`config.mk`:
```
export PLATFORM = sky130hd
export DESIGN_NAME = mpfc_rx_pfc
export DESIGN_NICKNAME = d
export VERILOG_FILES = /design/src/rtl/mpfc_rx_pfc.v
export VERILOG_INCLUDE_DIRS = /design/src /design/src/rtl
export SDC_FILE = /design/constraint.sdc
export NUM_CORES = 1
export LEC_CHECK = 0
export ABC_AREA = 1
export BUFFER_PORTS_ARGS = -buffer_cell sky130_fd_sc_hd__buf_4
export CORE_MARGIN = 2
export CORE_UTILIZATION = 50
export CTS_CLUSTER_SIZE = 20
export DETAILED_ROUTE_END_ITERATION = 10
export GPL_TIMING_DRIVEN = 0
export PLACE_DENSITY = 0.7
export SYNTH_ARGS = -nofsm -noshare
export SYNTH_HDL_FRONTEND = slang
export SYNTH_SLANG_ARGS = --single-unit
```
`constraint.sdc`:
```
create_clock -name pclk -period 2.51 [get_ports pclk]
set_clock_uncertainty 0.05 [all_clocks]
set_input_delay 0.502 -clock pclk [delete_from_list [all_inputs] [get_ports pclk]]
set_output_delay 0.502 -clock pclk [all_outputs]
set_load 0.03 [all_outputs]
```
`src/rtl/mpfc_map.vh`:
```
`ifndef MPFC_MAP_VH
`define MPFC_MAP_VH
// Register word indexes on the APB port; byte address is index times four
`define MPFC_IDX_CTRL        4'h0
`define MPFC_IDX_STAT        4'h1
`define MPFC_IDX_W           4
`define MPFC_ADDR_LSB        2
// Control register layout and reset value
`define MPFC_IGN_LSB         0
`define MPFC_IGN_MSB         7
`define MPFC_FWD_BIT         16
`define MPFC_CTRL_RST        32'h0001_00ff
`define MPFC_CTRL_MASK       32'h0001_00ff
// Frame fields
`define MPFC_ETYPE_CTRL      16'h8808
`define MPFC_OP_PAUSE        16'h0001
`define MPFC_OP_PFC          16'h0101
`define MPFC_POS_ETYPE_HI    6'h0c
`define MPFC_POS_ETYPE_LO    6'h0d
`define MPFC_POS_OP_HI       6'h0e
`define MPFC_POS_OP_LO       6'h0f
`define MPFC_POS_CEV_HI      6'h10
`define MPFC_POS_CEV_LO      6'h11
`define MPFC_POS_QUANTA      6'h12
`define MPFC_POS_END         6'h22
// One pause quantum is 512 bit times at 10 Gb/s
`define MPFC_QUANTUM_PS      51200
`define MPFC_CLK_PS          40000
`define MPFC_QUANTUM_CYC     ((`MPFC_QUANTUM_PS + `MPFC_CLK_PS - 1) / `MPFC_CLK_PS)
`endif

```
`src/rtl/mpfc_rx_pfc.v`:
```
// Decided for this implementation: the APB slave port and the register addresses.
`timescale 1ns/1ps
`default_nettype none
`include "mpfc_map.vh"
module mpfc_rx_pfc #(
  parameter integer PRIOS    = 8,
  parameter integer DLY      = 17,
  parameter integer QCYC     = `MPFC_QUANTUM_CYC
)(
  input  wire                 pclk,
  input  wire                 presetn,
  input  wire                 psel,
  input  wire                 penable,
  input  wire                 pwrite,
  input  wire [15:0]          paddr,
  input  wire [31:0]          pwdata,
  output wire                 pready,
  output reg  [31:0]          prdata,
  output wire                 pslverr,
  input  wire                 ctrl_frame_pass_to_client,
  input  wire                 rx_in_valid,
  input  wire                 rx_in_sop,
  input  wire                 rx_in_eop,
  input  wire                 rx_in_err,
  input  wire [7:0]           rx_in_data,
  output wire                 rx_out_valid,
  output wire                 rx_out_sop,
  output wire                 rx_out_eop,
  output wire                 rx_out_err,
  output wire [7:0]           rx_out_data,
  output wire [PRIOS-1:0]     tx_prio_pause
);

  function [`MPFC_IDX_W-1:0] word_idx;
    input [15:0] a;
    begin
      word_idx = a[`MPFC_ADDR_LSB +: `MPFC_IDX_W];
    end
  endfunction

  function mapped;
    input [15:0] a;
    begin
      mapped = (a[15:`MPFC_ADDR_LSB + `MPFC_IDX_W] == 0) && (a[`MPFC_ADDR_LSB-1:0] == 2'b00) &&
               ((word_idx(a) == `MPFC_IDX_CTRL) || (word_idx(a) == `MPFC_IDX_STAT));
    end
  endfunction

  // ---------------- APB register port ----------------
  reg  [31:0] ctrl_reg;
  wire        wr_en = psel & penable & pwrite;
  wire [PRIOS-1:0] ignore_bits = ctrl_reg[`MPFC_IGN_MSB:`MPFC_IGN_LSB];
  wire        prio_frame_pass_to_client = ctrl_reg[`MPFC_FWD_BIT];

  // Unmapped words answer with an error, never a hang
  assign pready  = 1'b1;
  assign pslverr = psel & penable & ~mapped(paddr);

  always @(posedge pclk or negedge presetn)
  begin
    if (!presetn)
      ctrl_reg <= `MPFC_CTRL_RST;
    else if (wr_en && mapped(paddr) && word_idx(paddr) == `MPFC_IDX_CTRL)
      ctrl_reg <= pwdata & `MPFC_CTRL_MASK;
  end

  // Read data registered in the setup cycle so it is stable in the access cycle of the same read
  always @(posedge pclk or negedge presetn)
  begin
    if (!presetn)
      prdata <= 32'h0000_0000;
    else if (psel && !penable && !pwrite && mapped(paddr))
    begin
      if (word_idx(paddr) == `MPFC_IDX_CTRL)
        prdata <= ctrl_reg;
      else
        // Live pause vector, one cycle old by the access phase
        prdata <= {{(32-PRIOS){1'b0}}, tx_prio_pause};
    end
    else if (psel && !penable)
      prdata <= 32'h0000_0000;
  end

  // ---------------- Receive frame parser ----------------
  reg  [5:0]  pos_reg;
  reg  [15:0] etype_reg;
  reg  [15:0] op_reg;
  reg  [7:0]  cev_reg;
  reg  [7:0]  q_hi_reg [0:PRIOS-1];
  reg  [7:0]  q_lo_reg [0:PRIOS-1];
  reg         pend_drop_reg;
  reg         act_reg;
  wire [5:0]  pos = rx_in_sop ? 6'h00 : pos_reg;
  wire        in_byte = rx_in_valid;

  always @(posedge pclk or negedge presetn)
  begin
    if (!presetn)
    begin
      pos_reg   <= 6'h00;
      etype_reg <= 16'h0000;
      op_reg    <= 16'h0000;
      cev_reg   <= 8'h00;
    end
    else if (in_byte)
    begin
      if (pos != `MPFC_POS_END)
        pos_reg <= pos + 6'h01;
      else
        pos_reg <= pos;
      if (rx_in_sop)
      begin
        etype_reg <= 16'h0000;
        op_reg    <= 16'h0000;
        cev_reg   <= 8'h00;
      end
      else
      begin
        if (pos == `MPFC_POS_ETYPE_HI)
          etype_reg[15:8] <= rx_in_data;
        if (pos == `MPFC_POS_ETYPE_LO)
          etype_reg[7:0] <= rx_in_data;
        if (pos == `MPFC_POS_OP_HI)
          op_reg[15:8] <= rx_in_data;
        // Low opcode byte lands with the drop decision
        if (pos == `MPFC_POS_OP_LO)
          op_reg[7:0] <= rx_in_data;
        if (pos == `MPFC_POS_CEV_LO)
          cev_reg <= rx_in_data;
      end
    end
  end

  genvar gi;
  generate
    for (gi = 0; gi < PRIOS; gi = gi + 1)
    begin : g_quanta
      always @(posedge pclk or negedge presetn)
      begin
        if (!presetn)
        begin
          q_hi_reg[gi] <= 8'h00;
          q_lo_reg[gi] <= 8'h00;
        end
        else if (in_byte && pos == `MPFC_POS_QUANTA + 2 * gi)
          q_hi_reg[gi] <= rx_in_data;
        else if (in_byte && pos == `MPFC_POS_QUANTA + 2 * gi + 1)
          q_lo_reg[gi] <= rx_in_data;
      end
    end
  endgenerate

  // Classification once the opcode is complete, while the frame start is still in the delay line
  wire        op_done  = in_byte && !rx_in_sop && pos == `MPFC_POS_OP_LO;
  wire [15:0] op_now   = {op_reg[15:8], rx_in_data};
  wire        is_ctrl  = etype_reg == `MPFC_ETYPE_CTRL;
  wire        is_pfc   = is_ctrl && op_now == `MPFC_OP_PFC;
  wire        is_pause = is_ctrl && op_now == `MPFC_OP_PAUSE;

  always @(posedge pclk or negedge presetn)
  begin
    if (!presetn)
      pend_drop_reg <= 1'b0;
    else if (in_byte && rx_in_sop)
      pend_drop_reg <= 1'b0;
    else if (op_done)
    begin
      if (is_pfc)
        pend_drop_reg <= ~prio_frame_pass_to_client;
      else if (is_ctrl && !is_pause)
        pend_drop_reg <= ~ctrl_frame_pass_to_client;
      else
        pend_drop_reg <= 1'b0;
    end
  end

  // Pause quanta act only on a complete, error-free PFC frame
  wire pfc_frame = etype_reg == `MPFC_ETYPE_CTRL && op_reg == `MPFC_OP_PFC;
  wire frame_ok  = in_byte && rx_in_eop && !rx_in_err && !rx_in_sop && pos == `MPFC_POS_END;

  always @(posedge pclk or negedge presetn)
  begin
    if (!presetn)
      act_reg <= 1'b0;
    else
      act_reg <= frame_ok && pfc_frame;
  end

  // ---------------- Per-priority pause timers ----------------
  generate
    for (gi = 0; gi < PRIOS; gi = gi + 1)
    begin : g_timer
      reg [15:0] quanta_reg;
      reg [15:0] sub_reg;
      always @(posedge pclk or negedge presetn)
      begin
        if (!presetn)
        begin
          quanta_reg <= 16'h0000;
          sub_reg    <= 16'h0000;
        end
        // Ignore wins over a load in the same cycle, so the queue resumes at once
        else if (ignore_bits[gi])
        begin
          quanta_reg <= 16'h0000;
          sub_reg    <= 16'h0000;
        end
        else if (act_reg && cev_reg[gi])
        begin
          quanta_reg <= {q_hi_reg[gi], q_lo_reg[gi]};
          sub_reg    <= 16'h0000;
        end
        else if (quanta_reg != 16'h0000)
        begin
          if (sub_reg == QCYC[15:0] - 16'h0001)
          begin
            sub_reg    <= 16'h0000;
            quanta_reg <= quanta_reg - 16'h0001;
          end
          else
            sub_reg <= sub_reg + 16'h0001;
        end
      end
      assign tx_prio_pause[gi] = quanta_reg != 16'h0000;
    end
  endgenerate

  // ---------------- Client delay line ----------------
  // Holds the frame head until it is known whether the frame is dropped
  reg [DLY-1:0] dv_reg;
  reg [DLY-1:0] ds_reg;
  reg [DLY-1:0] de_reg;
  reg [DLY-1:0] dr_reg;
  reg [7:0]     dd_reg [0:DLY-1];
  reg           cur_drop_reg;

  always @(posedge pclk or negedge presetn)
  begin
    if (!presetn)
    begin
      dv_reg <= {DLY{1'b0}};
      ds_reg <= {DLY{1'b0}};
      de_reg <= {DLY{1'b0}};
      dr_reg <= {DLY{1'b0}};
    end
    else
    begin
      dv_reg <= {dv_reg[DLY-2:0], rx_in_valid};
      ds_reg <= {ds_reg[DLY-2:0], rx_in_valid & rx_in_sop};
      de_reg <= {de_reg[DLY-2:0], rx_in_valid & rx_in_eop};
      dr_reg <= {dr_reg[DLY-2:0], rx_in_valid & rx_in_err};
    end
  end

  // First stage apart, so no stage ever indexes below zero
  always @(posedge pclk or negedge presetn)
  begin
    if (!presetn)
      dd_reg[0] <= 8'h00;
    else
      dd_reg[0] <= rx_in_data;
  end

  generate
    for (gi = 1; gi < DLY; gi = gi + 1)
    begin : g_dly
      always @(posedge pclk or negedge presetn)
      begin
        if (!presetn)
          dd_reg[gi] <= 8'h00;
        else
          dd_reg[gi] <= dd_reg[gi-1];
      end
    end
  endgenerate

  // Drop decision moves with the frame start into the last stage
  always @(posedge pclk or negedge presetn)
  begin
    if (!presetn)
      cur_drop_reg <= 1'b0;
    else if (dv_reg[DLY-2] && ds_reg[DLY-2])
      cur_drop_reg <= pend_drop_reg;
  end

  assign rx_out_valid = dv_reg[DLY-1] & ~cur_drop_reg;
  assign rx_out_sop   = ds_reg[DLY-1];
  assign rx_out_eop   = de_reg[DLY-1];
  assign rx_out_err   = dr_reg[DLY-1];
  assign rx_out_data  = dd_reg[DLY-1];

endmodule
`default_nettype wire

```
==> results.txt, run 1 <==
The flow ran to the end, and the final reports show no timing, DRC or antenna violations. Leaving out fill and tap cells, the most frequent cell in the layout is nand2_1. Counting flops with a built-in enable in the synthesized netlist gives 0. The delay of the slowest critical-path stage is 0.40 ns.

The tree is rooted in a clkbuf_16. The library cells used most frequently in the layout, excluding fill and tap cells, are nand2_1, dfrtp_1, nor2_1. In the final routing, the length of wire on met1 measures 34000 um. TritonCTS built the clock tree. Final-report max-slew violation count: 0. Of the total power, the clock network draws 49.7%. The initial detailed-routing violation count came out at 1912. The run gives 0.0436 ns as the post-route worst setup slack. Number of setup violations in the final report: 0. The total clock buffers created by CTS is 72, and the power density over the cells is 649 nW/um^2.

The detailed router placed 25800 vias in this run. The combined global-route utilization of all metal layers was 24.5%; the worst hold path stage count was 3. The number of routed nets with antenna violations came out at 0. The logs give -1.24 ns for the worst-case setup slack after placement and 0.0180 W for the internal power. Sequential elements use 53.3% of the synthesized area. For this block, the routed nets add up to 76500 um of wire. The core region is 60600 sq um.

The net count of the finished layout is 4145. Instance count of the mapped netlist: 3842. Sequential cell fraction of total power: 46.9%.

For the overall overflow remaining after global route, the log shows 0. Period utilization: 98.3%. Among all flip-flop cells after synthesis, the most frequent one is dfrtp_1. The floorplan row count was 90. Input and output buffers added on the ports amount to 72.

The congestion estimate from routability-driven global placement came to 0.903. The worst register-to-register path begins at pos_reg[0]. In the routed layout, each cell is associated on average with a via count of 5.26. The relative slew slack was 40.2%.

The path with the worst hold slack has its endpoint at ctrl_reg[1]. For this run, asynchronously set or reset flops after synthesis account for 100%. The tools report the standby leakage power as 17.6 nW.

CTS saw 655 sinks. The die covers 63600 sq um. Derived from the worst setup path, the maximum achievable clock frequency is 405 MHz. Measured along the y axis, the die boundary spans 252 um. The logs give 2 for the initial antenna violation count and 3.4% for the combinational share of power.

120 I/O pins were placed. The category of the critical setup timing path is flip-flop to primary output. The number of register bits inferred by synthesis works out to 655. Summed over all nets, the switching power comes to 0.00530 W. The critical path goes through inv_2, ha_4, nand2_8, nor2_4, nand2_2, nor2_4, inv_2, buf_4. The data arrival time at the worst-slack endpoint was 1.91 ns; the number of buffers and inverters on the critical path was 3. For this configuration, the core starts out at a cell density of 50.8%. Entering global routing, the biggest net connects 124 pins. The tightest hold path in the finished design has a slack of 0.0784 ns. The required time of the critical path came out at 1.96 ns. Signal routing reaches up to met5.

STA classifies the critical path endpoint as a primary output. The kind of start point of the critical path is a flip-flop. For the pin with the worst max-slew slack, the measured transition is 0.896 ns. The peak supply drop came out at 479 uV. In this design, the largest share of critical-path delay is due to flip-flops. The worst register-to-register path ends at q_lo_reg[30]. The met2 wirelength from detailed routing is 36200 um.

Highest-delay cell along the critical path: dfrtp_1. In this run the worst hold path is classified as input pin to flip-flop. In the final routed layout, each cell accounts on average for 15.6 um. The floorplan step set the die width to 252 um.

Across all register-to-register paths, the minimum setup slack is 0.16 ns. The first-pass GRT wire length was 126000 um; the critical-path maximum fanout was 7. The number of global-route vias before repair was 24500. The maximum buffer depth of the clock tree was 3. The clock insertion delay at the later pin of the skew report is 0.64 ns, and the area of the mapped netlist is 30800 sq um. The length in cells of the worst reg-to-reg path was 9; the clock transition time at the flip-flop clock pins of the worst setup and hold paths was 0.06 ns.

The routed design uses 4150 um of met3 wire. After synthesis, the mean cell area works out to 8.01 sq um. Compared with the post-synthesis result, the final layout area differs by 16.4%. The fraction of layout instances using a drive strength above 1 is 11.0%.

Setup repair after global routing could not meet its margin everywhere. The number of maximum-capacitance constraint violations came out at 0. The worst min-delay path startpoint is pwdata[1]. The tools report the number of detailed-route iterations in the first pass as 6.

Number of endpoints with negative hold slack in the final report: 0. The netlist uses 49 different library cells. The minimum period implied by the final worst setup slack came out at 2.47 ns. The run gives 0 as the DRC violations left. In this run switching power makes up 22.8% of total power. The H-tree generated during clock tree synthesis spans 3 levels. The post-detailed-placement half-perimeter wirelength was 50900 um; the number of warnings printed during yosys synthesis was 0.
-- what timing repair did --
action,in CTS,in global routing
buffers inserted,14,10
resized for setup,55,40
pin swaps,12,12
hold endpoints to repair,114,0
endpoints found under the setup margin,17,217
hold buffers,10,0
-- worst max path at each step --
stage	from	endpoint	slack (ns)	depth (start not counted)
CTS	g_timer[3].quanta_reg[1]	tx_prio_pause[3]	0.001	8
detailed placement	paddr[5]	ctrl_reg[7]	-1.24	8
finish	g_timer[5].quanta_reg[1]	tx_prio_pause[5]	0.04	8
global route	pos_reg[0]	q_lo_reg[31]	-0.06	9
global placement	presetn	g_timer[7].sub_reg[12]	-6.33	1
floorplan	rx_in_sop	etype_reg[6]	0.30	9
-- per-stage QoR --
| stage | cells | utilization (%) | power [W] | cell area (sq um) | TNS [ns] |
|---|---|---|---|---|---|
| 6_report | 4893 | 59.2 | 0.0233 | 35800 | 0 |
| 5_1_grt | 4893 | 59.2 | 0.0241 | 35800 | -0.355 |
| 2_1_floorplan | 3864 | - | 0.0114 | 30900 | 0 |
| 3_3_place_gp | 4718 | 53.5 | 0.0118 | 32400 | -4118.35 |
| 3_5_place_dp | 4724 | 53.7 | 0.0119 | 32600 | -32.51 |
| 4_1_cts | 4882 | 58.8 | 0.0235 | 35600 | 0 |
-- power by group through the flow --
stage / logic (W) / registers [W] / clock network, W
floorplan: 0.000342 / 0.0111 / 0
global placement: 0.000750 / 0.0111 / 0
detailed placement: 0.000790 / 0.0111 / 0
CTS: 0.000805 / 0.0109 / 0.0118
global route: 0.000891 / 0.0109 / 0.0123
finish: 0.000791 / 0.0109 / 0.0116
-- Yosys cell counts (all sizes together), types with 29 or more instances --
master / n / share of area [%]
a21oi: 76 / 1.2
o21ai: 384 / 6.3
nand2: 1150 / 14
xor2: 44 / 1.3
nor3: 35 / 0.57
buf: 65 / 1.5
clkbuf: 52 / 0.63
inv: 377 / 4.6
nand3: 316 / 5.3
ha: 29 / 1.2
nand4: 65 / 1.5
dfrtp: 646 / 53
or2: 29 / 0.59
nor2: 501 / 6.3
-- routing by layer --
layer	GRT usage (%)	vias up
li1	-	12600
met4	8.61	2
met5	0	-
met1	33.4	12200
met3	3.58	151
met2	40.4	726
-- area by class of cell --
cell class / instances / area, sq um
fill: 5326 / 24700
antenna: 1 / 2.50
timing repair buffer: 112 / 993
sequential: 655 / 16400
inverter: 381 / 1430
buffer: 117 / 668
clock buffer: 94 / 2010
tap: 782 / 978
clock inverter: 40 / 636
multi-input combinational: 2711 / 12700
-- worst reg2reg max path, delay by kind of cell (launching register included) --
family	cells	cell delay [ns]
AOI/OAI and AO/OA	1	0.09
adders and majority gates	1	0.25
and+or+nand+nor	4	0.98
buffers and inverters	3	0.47
DFF	1	0.35
-- cell families (layout without fill, tap and decap cells) --
logic type / after synthesis / count (layout) / synth area share (%)
flops: 655 / 655 / 53.3
xor+xnor: 48 / 48 / 1.37
mux: 9 / 9 / 0.297
compound gates: 488 / 488 / 8.11
fa+ha+maj: 29 / 29 / 1.18
buf+inv: 498 / 744 / 6.81
other cells: 2 / 25 / 0.0244
simple gates: 2113 / 2113 / 28.9
No activity file was read; power rests on OpenSTA's default activity.
==> run 2, diff against run 1 <==
--- a/config.mk
+++ b/config.mk
@@ -7,13 +7,13 @@
 export NUM_CORES = 1
 export LEC_CHECK = 0
 export ABC_AREA = 1
-export BUFFER_PORTS_ARGS = -buffer_cell sky130_fd_sc_hd__buf_4
 export CORE_MARGIN = 2
 export CORE_UTILIZATION = 50
 export CTS_CLUSTER_SIZE = 20
 export DETAILED_ROUTE_END_ITERATION = 10
+export DONT_BUFFER_PORTS = 1
 export GPL_TIMING_DRIVEN = 0
-export PLACE_DENSITY = 0.7
+export PLACE_DENSITY = 0.68
 export SYNTH_ARGS = -nofsm -noshare
 export SYNTH_HDL_FRONTEND = slang
 export SYNTH_SLANG_ARGS = --single-unit
==> run 2 against run 1 <==
Net effect:
- the run now ends with hold timing, slew limit left
- count of clock-buffer cells in the layout rose by 3
- fmax rose by 2.1%
- core utilization fell by 1.6 points
- cell area fell by 2.8%
- non-clock buffer count fell by 83
- clock power fell by 5%
- combinational power fell by 37%
- cell count fell by 1.8%
- critical endpoint is now tx_prio_pause[6]
- largest cell class unchanged
==> results.txt, run 2 (same netlist as run 1, synthesis figures left out) <==
The required time of the critical path was 1.96 ns (about the same); the length in cells of the worst reg-to-reg path was 9 (unchanged). First-pass GRT wire length: 124000 um (was 126000 um). Total vias in the final route: 25200 (was 25800).

The run gives 6 (unchanged) as the number of detailed-route iterations in the first pass. The die extent in y was 252 um (unchanged). Setup repair after global routing could not meet its margin everywhere. The launch point of the worst path is g_timer[6].quanta_reg[0] (was g_timer[5].quanta_reg[1]). The flow ran to the end, but the final reports show violations. The maximum buffer depth of the clock tree is 3 (unchanged), and the fraction of layout instances using a drive strength above 1 is 8.35% (was 11.0%). Clock insertion delay at the later pin of the skew report: 0.62 ns (was 0.64 ns). The number of maximum-capacitance constraint violations is 0 (unchanged). The number of nets in the final layout was 4061 (was 4145); the standby leakage power was 17.0 nW (was 17.6 nW). The area of the core region was 60600 sq um (unchanged).

The most frequent standard cell in the layout excluding fill and tap cells is nand2_1 (unchanged). Clock root buffer master: clkbuf_16 (unchanged). Top library cells by usage in the layout, fill and taps aside: nand2_1, dfrtp_1, nor2_1 (unchanged). The smallest hold slack came out at -0.456 ns (was 0.0784 ns).

Internal power: 0.0175 W (was 0.0180 W). The via density per instance was 5.25 (was 5.26); the combined global-route utilization of all metal layers was 24.2% (was 24.5%). The chip width is 252 um (unchanged). The layout filler cell count is 5472 (was 5326), and the post-detailed-placement half-perimeter wirelength is 49300 um (was 50900 um). The combinational share of power came out at 2.2% (was 3.4%). The worst-margin pin slew was 1.77 ns (was 0.896 ns). TritonCTS built the clock tree. Number of global-route vias before repair: 24000 (was 24500).

The area growth from synthesis to layout works out to 13.2% (was 16.4%). The final reports fail on hold timing, slew limit. The run gives 414 MHz (was 405 MHz) as the upper clock frequency limit.

The routed wirelength normalized by instance count came out at 15.7 um (was 15.6 um). The startpoint of the worst register-to-register path is pos_reg[0] (unchanged). The die area was 63600 sq um (unchanged). The tools report the category of the worst setup path capture point as a primary output (unchanged). The number of levels the H-tree was split into is 3 (unchanged). The setup TNS after final layout came out at 0 ns (unchanged). Peak supply drop: 473 uV (was 479 uV).

The period utilization is 96.2% (was 98.3%), and the starting density of the core is 50.8% (unchanged). The routability congestion estimate from global placement was 0.898 (was 0.903). The logs give 0 (unchanged) for the DRC violations left and 49.1% (was 49.7%) for the clock group share of total power. The total net switching power came out at 0.00495 W (was 0.00530 W). The sequential cell fraction of total power is 48.7% (was 46.9%), and the share of total power consumed by net switching is 22.0% (was 22.8%).

The power density over the cells is 644 nW/um^2 (was 649 nW/um^2), and the initial detailed-routing violation count is 1971 (was 1912). The clock transition time at the flip-flop clock pins of the worst setup and hold paths was 0.06 ns (about the same). Data arrival time at the worst-slack endpoint: 1.86 ns (was 1.91 ns). The tools report the final-report max-slew violation count as 235 (was 0). Count of inserted antenna diode cells: 0 (was 1). The run gives 0.0224 W (was 0.0233 W) as the total power after layout. The number of endpoints with negative hold slack in the final report came out at 646 (was 0). The number of top-level pins is 120 (unchanged). Largest net degree at the start of global routing: 656 (was 124). Capturing point of the worst reg2reg path: q_lo_reg[15] (was q_lo_reg[30]). The category of the critical setup timing path was flip-flop to primary output (unchanged). The relative slew slack is -18.2% (was 40.2%), and the minimum period implied by the final worst setup slack is 2.42 ns (was 2.47 ns). The overall overflow remaining after global route was 0 (unchanged); the total detailed-routing wirelength was 75700 um (was 76500 um). The worst setup slack for register-to-register paths was 0.09 ns (was 0.16 ns); the number of setup violations in the final report was 0 (unchanged). The class of the tightest hold or removal check was input pin to async pin (was input pin to flip-flop). The number of routed nets with antenna violations was 0 (unchanged); the total clock buffers created by CTS was 71 (was 72). The run gives 3 (was 2) as the initial antenna violation count.

Critical-path maximum fanout: 5 (was 7). The last element of the critical path was tx_prio_pause[6] (was tx_prio_pause[5]). The floorplan row count was 90 (unchanged); the post-cts hold buffer count was 19 (was 10). The number of clock sinks is 655 (unchanged).

The count of input and output buffers works out to 0 (was 72). Kind of start point of the critical path: a flip-flop (unchanged).
## run 2: cell types whose count changed in the layout (fill, tap and decap cells not counted), moves of 5 or more
cell / previous run / this run
buf_16: 5 / 0
buf_4: 134 / 52
bufinv_16: 11 / 6
clkinvlp_4: 4 / 9
dlygate4sd3_1: 10 / 19
inv_2: 25 / 20
nor2_1: 457 / 474
nor2_2: 26 / 15
nor2_4: 17 / 11
## run 2: per-stage QoR
stage | hold WS (ns) | utilization, % | worst slack (ns) | area [sq um] | instances
after floorplan | 0.156 | - | 0.304 | 30900 | 3864
after global placement | 0.179 | 52.6 | -1.09 | 31900 | 4646
after detailed placement | 0.180 | 52.6 | -1.10 | 31900 | 4646
after CTS | -0.477 | 57.3 | 0.000433 | 34700 | 4802
after global routing | -0.490 | 57.5 | -0.00210 | 34900 | 4807
final | -0.456 | 57.5 | 0.0949 | 34900 | 4807
## run 2: power by group through the flow
stage	clock network [W]	logic [W]	registers [W]
2_1_floorplan	0	0.000342	0.0111
3_3_place_gp	0	0.000446	0.0111
3_5_place_dp	0	0.000452	0.0111
4_1_cts	0.0113	0.000492	0.0109
5_1_grt	0.0117	0.000542	0.0109
6_report	0.0110	0.000495	0.0109
## run 2: cell type report
class,instances,area (sq um),share of cell area (%)
flip-flops and latches,655,16400,47.1
multi-input cells,2711,12600,36.2
clock buffers,97,2090,5.99
inverters,381,1430,4.11
well taps,782,978,2.81
plain buffers,117,668,1.92
clock inverters,35,415,1.19
repair buffers,29,265,0.761
## run 2: timing repair
item | CTS | global route
hold endpoints to repair | 690 | 647
setup buffers | 5 | 5
gates resized for setup | 35 | 24
endpoints found under the setup margin | 19 | 9
pin swaps | 8 | 5
## run 2: critical path, stage by stage (launching register included)
cell	delay, ns
dfrtp_1	0.39
inv_1	0.12
ha_2	0.24
nand3_4	0.12
nor2_4	0.17
nand3_4	0.21
## run 2: layer usage
| layer | wire length [um] | track usage, % | vias up |
|---|---|---|---|
| met3 | 3870 | 4.02 | 156 |
| li1 | - | - | 12500 |
| met5 | 12 | 0 | - |
| met1 | 34100 | 33.0 | 11900 |
| met4 | 2860 | 9.43 | 2 |
| met2 | 34900 | 38.7 | 623 |
## run 2: worst min path at each step
| stage | from | end | slack [ns] | depth (start not counted) |
|---|---|---|---|---|
| 2_1_floorplan | presetn | act_reg | 0.16 | 0 |
| 3_3_place_gp | presetn | rx_out_data[6] | 0.18 | 0 |
| 3_5_place_dp | presetn | rx_out_data[6] | 0.18 | 0 |
| 4_1_cts | presetn | rx_out_data[6] | -0.48 | 0 |
| 5_1_grt | presetn | rx_out_data[6] | -0.49 | 0 |
| 6_report | presetn | rx_out_data[1] | -0.46 | 0 |
